### config.mk
export PLATFORM = sky130hd
export DESIGN_NAME = kam_monitor
export DESIGN_NICKNAME = d
export VERILOG_FILES = /design/src/hdl/kam_pkg.sv /design/src/hdl/kam_monitor.sv /design/src/hdl/kam_persist.sv
export VERILOG_INCLUDE_DIRS = /design/src /design/src/hdl
export SDC_FILE = /design/constraint.sdc
export NUM_CORES = 1
export LEC_CHECK = 0
export BUFFER_PORTS_ARGS = -buffer_cell sky130_fd_sc_hd__buf_2
export CAP_MARGIN = 20
export CORE_AREA = 4 4 65 67
export CTS_CLUSTER_DIAMETER = 30
export DETAILED_ROUTE_END_ITERATION = 12
export DIE_AREA = 0 0 69 71
export GPL_TIMING_DRIVEN = 1
export PLACE_DENSITY = 0.81
export SLEW_MARGIN = 5
export SYNTH_ARGS = -nofsm -noshare
export SYNTH_HDL_FRONTEND = slang
export SYNTH_HIERARCHICAL = 1
export SYNTH_SLANG_ARGS = --single-unit
### constraint.sdc
create_clock -name ref_clk -period 1.7 [get_ports ref_clk]
set_input_delay 0.085 -clock ref_clk [delete_from_list [all_inputs] [get_ports ref_clk]]
set_output_delay 0.085 -clock ref_clk [all_outputs]
set_load 0.005 [all_outputs]
### src/hdl/kam_defines.svh
// constants for the k byte alarm monitor
`ifndef KAM_DEFINES_SVH
`define KAM_DEFINES_SVH
`define KAM_PERSIST_FRAMES 2'h3
`define KAM_K2_MODE_MSB 2
`define KAM_K2_MODE_LSB 0
`define KAM_MODE_UNUSED0 3'h0
`define KAM_MODE_ET 3'h3
`define KAM_MODE_RSVD 3'h4
`define KAM_REQ_NONE 4'h0
`define KAM_REQ_SPAN_SF 4'hB
`define KAM_REQ_SPAN_SD 4'h9
`define KAM_REQ_EXER_SPAN 4'h5
`define KAM_REQ_FS_SPAN 4'hF
`define KAM_REQ_INVALID 4'hE
`define KAM_SEV_MINOR 2'h1
`define KAM_SEV_MAJOR 2'h2
`endif

### src/hdl/kam_pkg.sv
// types for the k byte alarm monitor
package kam_pkg;
	typedef struct packed {
		logic [7:0] k1;
		logic [7:0] k2;
	} kam_kbytes_t;

	typedef enum logic [1:0] {
		KAM_PROT_NONE,
		KAM_PROT_LIN_1P1,
		KAM_PROT_RING_2F,
		KAM_PROT_RING_4F
	} kam_prot_t;

	typedef struct packed {
		logic byte_fail;
		logic default_k;
		logic improper;
		logic inconsistent;
		logic mismatch;
	} kam_alarms_t;

	typedef struct packed {
		logic [1:0] severity;
		logic service_affecting;
	} kam_sev_t;
endpackage : kam_pkg

### src/hdl/kam_monitor.sv
// receive-side k1/k2 protection byte alarm monitor
// Operation
// - byte failure or invalid code raises failure
// - ring mode: invalid ring pair raises default
// - unused mode code, three identical frames
// - irrelevant code, three identical frames
// - request unfit for ring state, three frames
// - extra-traffic received but not sourced
// - external switch suppresses improper code
// - three non-identical frames raise inconsistent
// - protect received while working expected: mismatch
// - mismatch only on bidirectional linear 1+1
// - crossed fibers, working active: no mismatch
// - mismatch major service-affecting; others minor
`timescale 1ns/100ps
`include "kam_defines.svh"
module kam_monitor (
	input wire logic ref_clk,
	input wire logic rst_b,
	input wire logic frame_strobe,
	input wire kam_pkg::kam_kbytes_t rx_kbytes,
	input wire logic rx_byte_fail,
	input wire kam_pkg::kam_prot_t prot_mode,
	input wire logic bidirectional,
	input wire logic expect_working,
	input wire logic working_active,
	input wire logic tx_sourcing_et,
	input wire logic ext_switch,
	output logic channel_byte_failure_alarm,
	output logic default_kbyte_alarm,
	output logic improper_code_alarm,
	output logic inconsistent_aps_alarm,
	output logic channel_mismatch_alarm,
	output kam_pkg::kam_sev_t mismatch_severity,
	output kam_pkg::kam_sev_t minor_severity
);
	// ****************************************
	// frame persistence
	// ****************************************
	logic stable;
	logic inconsistent;

	kam_persist u_persist (
		.ref_clk(ref_clk),
		.rst_b(rst_b),
		.frame_strobe(frame_strobe),
		.kbytes(rx_kbytes),
		.stable(stable),
		.inconsistent(inconsistent)
	);

	// ****************************************
	// code decode
	// ****************************************
	// frame_strobe is assumed same-domain; persistence and the held k bytes update on the same strobe
	kam_pkg::kam_kbytes_t held;
	logic [3:0] req;
	logic [2:0] mode;
	logic is_ring;
	logic bad_code;
	logic unused_code;
	logic irrelevant_code;
	logic unfit_ring;
	logic et_unsourced;
	logic bad_ring_pair;
	logic protect_rx;

	always_comb begin
		req = held.k1[7:4];
		mode = held.k2[`KAM_K2_MODE_MSB:`KAM_K2_MODE_LSB];
		is_ring = (prot_mode == kam_pkg::KAM_PROT_RING_2F) ||
			(prot_mode == kam_pkg::KAM_PROT_RING_4F);
		bad_code = (req == `KAM_REQ_INVALID);
		unused_code = (mode == `KAM_MODE_UNUSED0) || (mode == `KAM_MODE_RSVD);
		// a request with no channel, or a channel named with no request
		irrelevant_code = (req == `KAM_REQ_NONE) != (held.k1[3:0] == 4'h0);
		unfit_ring = (prot_mode == kam_pkg::KAM_PROT_RING_2F) &&
			(req == `KAM_REQ_SPAN_SF || req == `KAM_REQ_SPAN_SD ||
			req == `KAM_REQ_EXER_SPAN || req == `KAM_REQ_FS_SPAN);
		et_unsourced = (mode == `KAM_MODE_ET) && !tx_sourcing_et;
		bad_ring_pair = bad_code || unused_code;
		protect_rx = held.k2[7:4] != 4'h0;
	end

	// ****************************************
	// alarm registers
	// ****************************************
	logic next_fail;
	logic next_dflt;
	logic next_imp;
	logic next_incon;
	logic next_mism;
	kam_pkg::kam_kbytes_t next_held;

	always_comb begin
		next_held = frame_strobe ? rx_kbytes : held;
		next_fail = rx_byte_fail || (stable && bad_code);
		next_dflt = is_ring && stable && bad_ring_pair;
		next_imp = stable && !ext_switch &&
			(unused_code || irrelevant_code || unfit_ring || et_unsourced);
		next_incon = inconsistent;
		next_mism = stable && (prot_mode == kam_pkg::KAM_PROT_LIN_1P1) && bidirectional &&
			expect_working && protect_rx && !working_active;
	end

	always_ff @(posedge ref_clk or negedge rst_b) begin
		if (!rst_b) begin
			held <= '0;
			channel_byte_failure_alarm <= 1'b0;
			default_kbyte_alarm <= 1'b0;
			improper_code_alarm <= 1'b0;
			inconsistent_aps_alarm <= 1'b0;
			channel_mismatch_alarm <= 1'b0;
			mismatch_severity <= '0;
			minor_severity <= '0;
		end else begin
			held <= next_held;
			channel_byte_failure_alarm <= next_fail;
			default_kbyte_alarm <= next_dflt;
			improper_code_alarm <= next_imp;
			inconsistent_aps_alarm <= next_incon;
			channel_mismatch_alarm <= next_mism;
			mismatch_severity <= '{`KAM_SEV_MAJOR, 1'b1};
			minor_severity <= '{`KAM_SEV_MINOR, 1'b0};
		end
	end

	// ****************************************
	// checks
	// ****************************************
	AST_FAIL_ON_PIN: assert property (@(posedge ref_clk) disable iff (!rst_b)
		rx_byte_fail |=> channel_byte_failure_alarm)
		else $error("byte failure not flagged");
	AST_DFLT_RING_ONLY: assert property (@(posedge ref_clk) disable iff (!rst_b)
		!is_ring |=> !default_kbyte_alarm)
		else $error("default k alarm outside ring");
	AST_IMP_NEEDS_STABLE: assert property (@(posedge ref_clk) disable iff (!rst_b)
		!stable |=> !improper_code_alarm)
		else $error("improper code without three frames");
	AST_IMP_ET: assert property (@(posedge ref_clk) disable iff (!rst_b)
		stable && !ext_switch && mode == `KAM_MODE_ET && !tx_sourcing_et
		|=> improper_code_alarm)
		else $error("unsourced extra traffic not flagged");
	AST_IMP_SUPPRESS: assert property (@(posedge ref_clk) disable iff (!rst_b)
		ext_switch |=> !improper_code_alarm)
		else $error("improper code under external switch");
	AST_INCON_FOLLOW: assert property (@(posedge ref_clk) disable iff (!rst_b)
		inconsistent |=> inconsistent_aps_alarm)
		else $error("inconsistent not reported");
	AST_MISM_SCOPE: assert property (@(posedge ref_clk) disable iff (!rst_b)
		prot_mode != kam_pkg::KAM_PROT_LIN_1P1 || !bidirectional
		|=> !channel_mismatch_alarm)
		else $error("mismatch outside bidirectional 1+1");
	AST_MISM_CROSSED: assert property (@(posedge ref_clk) disable iff (!rst_b)
		working_active |=> !channel_mismatch_alarm)
		else $error("mismatch while working line active");
	AST_SEVERITY: assert property (@(posedge ref_clk) disable iff (!rst_b)
		$rose(rst_b) ##1 1'b1 |-> mismatch_severity.severity == `KAM_SEV_MAJOR)
		else $error("mismatch severity wrong");

	// ****************************************
	// raise and clear checks
	// ****************************************
	// a cause raises its alarm at the next edge and its absence drops it,
	// so an old frame history can never keep an alarm standing
	AST_FAIL_ON_CODE: assert property (@(posedge ref_clk) disable iff (!rst_b)
		stable && bad_code |=> channel_byte_failure_alarm)
		else $error("invalid request code not flagged");
	AST_FAIL_CLEAR: assert property (@(posedge ref_clk) disable iff (!rst_b)
		!rx_byte_fail && !(stable && bad_code) |=> !channel_byte_failure_alarm)
		else $error("byte failure alarm held without cause");

	AST_DFLT_RAISE: assert property (@(posedge ref_clk) disable iff (!rst_b)
		is_ring && stable && bad_ring_pair |=> default_kbyte_alarm)
		else $error("invalid ring pair not flagged");
	AST_DFLT_CLEAR: assert property (@(posedge ref_clk) disable iff (!rst_b)
		!stable || !bad_ring_pair |=> !default_kbyte_alarm)
		else $error("default k alarm held without cause");

	AST_IMP_UNUSED: assert property (@(posedge ref_clk) disable iff (!rst_b)
		stable && !ext_switch && unused_code |=> improper_code_alarm)
		else $error("unused mode code not flagged");
	AST_IMP_IRRELEVANT: assert property (@(posedge ref_clk) disable iff (!rst_b)
		stable && !ext_switch && irrelevant_code |=> improper_code_alarm)
		else $error("irrelevant code not flagged");
	AST_IMP_UNFIT: assert property (@(posedge ref_clk) disable iff (!rst_b)
		stable && !ext_switch && unfit_ring |=> improper_code_alarm)
		else $error("request unfit for ring not flagged");
	AST_IMP_CLEAR: assert property (@(posedge ref_clk) disable iff (!rst_b)
		!(unused_code || irrelevant_code || unfit_ring || et_unsourced)
		|=> !improper_code_alarm)
		else $error("improper code held without cause");

	AST_INCON_CLEAR: assert property (@(posedge ref_clk) disable iff (!rst_b)
		!inconsistent |=> !inconsistent_aps_alarm)
		else $error("inconsistent held after identical frames");

	AST_MISM_RAISE: assert property (@(posedge ref_clk) disable iff (!rst_b)
		stable && prot_mode == kam_pkg::KAM_PROT_LIN_1P1 && bidirectional &&
		expect_working && protect_rx && !working_active |=> channel_mismatch_alarm)
		else $error("protect channel received but no mismatch");
	AST_MISM_EXPECT: assert property (@(posedge ref_clk) disable iff (!rst_b)
		!expect_working || !protect_rx |=> !channel_mismatch_alarm)
		else $error("mismatch without protect received");
	AST_MISM_CLEAR: assert property (@(posedge ref_clk) disable iff (!rst_b)
		!stable |=> !channel_mismatch_alarm)
		else $error("mismatch held without three frames");

	AST_SEV_STEADY: assert property (@(posedge ref_clk) disable iff (!rst_b)
		$past(rst_b) |-> mismatch_severity == {`KAM_SEV_MAJOR, 1'b1})
		else $error("mismatch severity not major service-affecting");
	AST_SEV_MINOR: assert property (@(posedge ref_clk) disable iff (!rst_b)
		$past(rst_b) |-> minor_severity == {`KAM_SEV_MINOR, 1'b0})
		else $error("other alarms not minor non-service-affecting");

	COV_MISM: cover property (@(posedge ref_clk) disable iff (!rst_b) $rose(channel_mismatch_alarm));
	COV_IMP: cover property (@(posedge ref_clk) disable iff (!rst_b) $rose(improper_code_alarm));
	COV_INCON: cover property (@(posedge ref_clk) disable iff (!rst_b) $rose(inconsistent_aps_alarm));
	COV_DFLT: cover property (@(posedge ref_clk) disable iff (!rst_b) $rose(default_kbyte_alarm));
	COV_FAIL: cover property (@(posedge ref_clk) disable iff (!rst_b) $rose(channel_byte_failure_alarm));
endmodule : kam_monitor

### src/hdl/kam_persist.sv
// three-frame persistence tracker for received k bytes
`timescale 1ns/100ps
`include "kam_defines.svh"
module kam_persist (
	input wire logic ref_clk,
	input wire logic rst_b,
	input wire logic frame_strobe,
	input wire kam_pkg::kam_kbytes_t kbytes,
	output logic stable,
	output logic inconsistent
);
	kam_pkg::kam_kbytes_t prev;
	logic [1:0] run;
	logic [1:0] seen;
	kam_pkg::kam_kbytes_t next_prev;
	logic [1:0] next_run;
	logic [1:0] next_seen;
	logic next_stable;
	logic next_inconsistent;

	always_comb begin
		next_prev = prev;
		next_run = run;
		next_seen = seen;
		next_stable = stable;
		next_inconsistent = inconsistent;
		if (frame_strobe) begin
			next_prev = kbytes;
			if (seen != `KAM_PERSIST_FRAMES)
				next_seen = seen + 2'h1;
			if (seen != 2'h0 && kbytes == prev) begin
				if (run != `KAM_PERSIST_FRAMES)
					next_run = run + 2'h1;
			end else begin
				next_run = 2'h1;
			end
			// a window of three frames needs three frames on record
			next_stable = (next_run == `KAM_PERSIST_FRAMES);
			next_inconsistent = (next_seen == `KAM_PERSIST_FRAMES) && !next_stable;
		end
	end

	always_ff @(posedge ref_clk or negedge rst_b) begin
		if (!rst_b) begin
			prev <= '0;
			run <= 2'h0;
			seen <= 2'h0;
			stable <= 1'b0;
			inconsistent <= 1'b0;
		end else begin
			prev <= next_prev;
			run <= next_run;
			seen <= next_seen;
			stable <= next_stable;
			inconsistent <= next_inconsistent;
		end
	end

	AST_STABLE_NEEDS_SAME: assert property (@(posedge ref_clk) disable iff (!rst_b)
		frame_strobe && kbytes != prev |=> !stable)
		else $error("stable set after a changed k byte pair");
	AST_INCON_EXCLUSIVE: assert property (@(posedge ref_clk) disable iff (!rst_b)
		!(stable && inconsistent))
		else $error("stable and inconsistent both set");
endmodule : kam_persist

==> flow_summary_export.csv <==
group,metric,value,unit
cts,clk-insertion-delay-late,300,ps
floorplan,die_area,4900,um2
logic_synthesis,ys_ff_latch,43,
logic_synthesis,ys_seq_area_frac,0.547,
global_routing,overflow,0,
logic_synthesis,synthAdderAreaFrac,0,
cts,clock-sinks,43,
place,place.gp.congestion,0.736,
power_and_ir_drop,p_leak,1.04,nW
detailed_routing,first_pass_iters,4,
cts,cts_tree,"built",
logic_synthesis,synth_top_family_by_area,"multiplexers",
setup_path,crit_arrival,1620,ps
setup_path,ff2ff_setup_slack,290,ps
detailed_routing,viasPerCell,5.24,
finish,final_nets,210,
place,io_buffers,34,
logic_synthesis,synth_compound_area_frac,0.0413,
cts,path_clk_slew,90,ps
floorplan,fp.dieH,71,um
setup_path,reg2reg_to,"u_persist/run[1]",
setup_path,worstPathRequired,1910,ps
power_and_ir_drop,seq_power_share,0.488,
detailed_routing,vias,1216,
floorplan,die_w,69,um
cts,ctsLongestPathBuffers,2,
floorplan,ios,38,
sta,setup_tns,0,ps
sta,relSlewSlack,0.656,
power_and_ir_drop,switching_power,0.000538,W
logic_synthesis,synth_xor_area_frac,0.0802,
detailed_routing,routed_wl,3.59,mm
setup_path,path_class,"flop to flop",
detailed_routing,first_iter_violations,50,
sta,min_period,1410,ps
setup_path,cp-endpoint,"u_persist/run[1]",
floorplan,initial_core_util,0.541,
finish,area_growth,19.5,%
logic_synthesis,syn_inst,143,
global_routing,grt_pass1_wl,6.11,mm
finish,fin_cells,232,
global_routing,grt_use_total,0.161,
logic_synthesis,synth_cell_types,34,
place,dp_hpwl,2.60,mm
detailed_routing,ant_nets,0,
setup_path,startpoint,"u_persist/prev[0]",
logic_synthesis,avgSynthCellArea,13.8,um2
sta,slew_violations,0,
sta,rsz0062_at_grt,"no",
place,place_inst,220,
power_and_ir_drop,intPower,0.00184,W
sta,hold_viol,0,
floorplan,rows,22,
setup_path,reg2regPathDepth,4,
logic_synthesis,yosys-mux-area-fraction,0.183,
floorplan,fp.coreArea,3630,um2
global_routing,antenna_found_initial,0,
logic_synthesis,synth_area,1970,um2
setup_path,crit_path_end_kind,"flop",
sta,setup_viol,0,
run_status,status,"completed",
sta,min_period_over_period,0.830,
setup_path,cp_max_fo,4,
sta,max_freq,0.709,GHz
finish,layout_common_cells,"dfrtp_1, buf_2, mux2_2, xor2_1, nor2_1",
power_and_ir_drop,p_comb_frac,0.122,
worst_hold_path,hold_class,"input pin to flop",
sta,worst_pin_slew,517,ps
logic_synthesis,synthSimpleGateAreaFrac,0.111,
power_and_ir_drop,power.total,0.00238,W
logic_synthesis,synth_warnings,6,
power_and_ir_drop,ir_drop,0.753,mV
detailed_routing,drc_errors,0,
setup_path,start_kind,"flop",
finish,final_common_cell,"dfrtp_1",
power_and_ir_drop,power_frac_clock,0.390,
finish,drive_above_1_share,0.473,
power_and_ir_drop,switching_share,0.226,
power_and_ir_drop,power_density,1010,nW/um2
detailed_routing,wl_per_cell,15.5,um
flow_run,maxCapViolations,0,
cts,h-tree-depth,2,
finish,insertedDiodeCount,0,
cts,cts_root_buf,"clkbuf_8",
sta,final.setup_skew,11.0,ps
cts,cts_made_buffers,5,
setup_path,r2r_start,"u_persist/prev[0]",
global_routing,grt_max_degree,44,
global_routing,grt_pass1_vias,1298,
synth_stat cells:
library cell | count | area (um2)
nor4_2 | 4 | 50.1
nor4_4 | 1 | 21.3
nand4_2 | 1 | 12.5
a21o_1 | 1 | 7.51
o22ai_1 | 1 | 6.26
nand4b_1 | 1 | 8.76
and3b_1 | 1 | 8.76
nor3b_2 | 1 | 12.5
nor3_2 | 1 | 10.0
mux2_2 | 32 | 360
a21oi_1 | 1 | 5.00
nor4b_1 | 1 | 8.76
o211a_1 | 1 | 10.0
xor2_1 | 15 | 131
nand3_1 | 1 | 5.00
and4b_1 | 1 | 10.0
xnor2_1 | 3 | 26.3
a211oi_2 | 1 | 12.5
buf_2 | 5 | 25.0
nor2_2 | 1 | 6.26
nand4_1 | 1 | 6.26
o21a_1 | 1 | 7.51
nand2b_1 | 2 | 12.5
buf_4 | 5 | 37.5
a2111oi_2 | 1 | 15.0
conb_1 | 2 | 7.51
dfrtp_1 | 43 | 1080
nand2_1 | 3 | 11.3
nor3_1 | 1 | 5.00
inv_1 | 1 | 3.75
nor4_1 | 1 | 6.26
a21boi_1 | 1 | 7.51
nor2_1 | 6 | 22.5
o21ba_1 | 1 | 10.0
flip-flops by register name (all words and copies together) (netlist names):
register                    count
u_persist/prev                 16
held                           15
u_persist/run                   2
u_persist/seen                  2
channel_byte_failure_alarm      1
channel_mismatch_alarm          1
default_kbyte_alarm             1
improper_code_alarm             1
inconsistent_aps_alarm          1
mismatch_severity               1
u_persist/inconsistent          1
u_persist/stable                1
worst min-delay path by stage:
stage	to	depth (start not counted)	slack, ps	start
after floorplan	channel_byte_failure_alarm	0	-210	rst_b
after global placement	mismatch_severity[2]	2	180	rst_b
after detailed placement	improper_code_alarm	2	190	rst_b
after CTS	default_kbyte_alarm	2	20	prot_mode[1]
after global routing	default_kbyte_alarm	2	20	prot_mode[1]
final	default_kbyte_alarm	2	30	prot_mode[1]
layer usage:
layer,global-route usage,wire [um],vias to the layer above
met5,0,0,-
met2,0.262,1780,49
met1,0.189,1430,587
met4,0.0781,80,0
met3,0.0582,300,10
li1,-,-,570
cells by family after synthesis:
kind of cell / count (synthesis)
other: 2
XOR/XNOR: 18
AO/OA/AOI/OAI: 9
flip-flops: 43
multiplexers: 32
AND/OR/NAND/NOR: 28
buffers and inverters: 11
through the flow:
| stage | setup WS, ps | hold WS, ps | util | instance area (um2) |
|---|---|---|---|---|
| finish | 290 | 30.5 | 0.647 | 2350 |
| global route | 191 | 23.0 | 0.647 | 2350 |
| CTS | 286 | 22.1 | 0.647 | 2350 |
| detailed placement | 323 | 185 | 0.599 | 2180 |
| global placement | 362 | 177 | 0.599 | 2180 |
| floorplan | 410 | -211 | - | 1970 |
critical path, cell delays in order (launching register included):
cell and delay (ps):
dfrtp_1 390, xor2_1 170, nor4_2 290, nand4_2 210, a211oi_2 260
area by class of cell:
class,count,area [um2]
clock buffers,6,72.6
well taps,48,60.1
repair buffers,41,245
flip-flops and latches,43,1080
fillers,285,1280
inverters,1,3.75
clock inverters,2,60.1
multi-input cells,91,832
power groups by stage:
stage	clock network (W)	registers, W	logic (W)
4_1_cts	0.000950	0.00116	0.000294
3_5_place_dp	0	0.00118	0.000286
2_1_floorplan	0	0.00117	0.000195
3_3_place_gp	0	0.00118	0.000275
5_1_grt	0.00100	0.00117	0.000322
6_report	0.000929	0.00116	0.000290
timing repair:
action                    CTS  global route
buffers inserted            0             0
gates resized for setup     0             0
hold endpoints to repair   46             0
hold buffers                4             0
No activity file was read; power rests on OpenSTA's default activity.
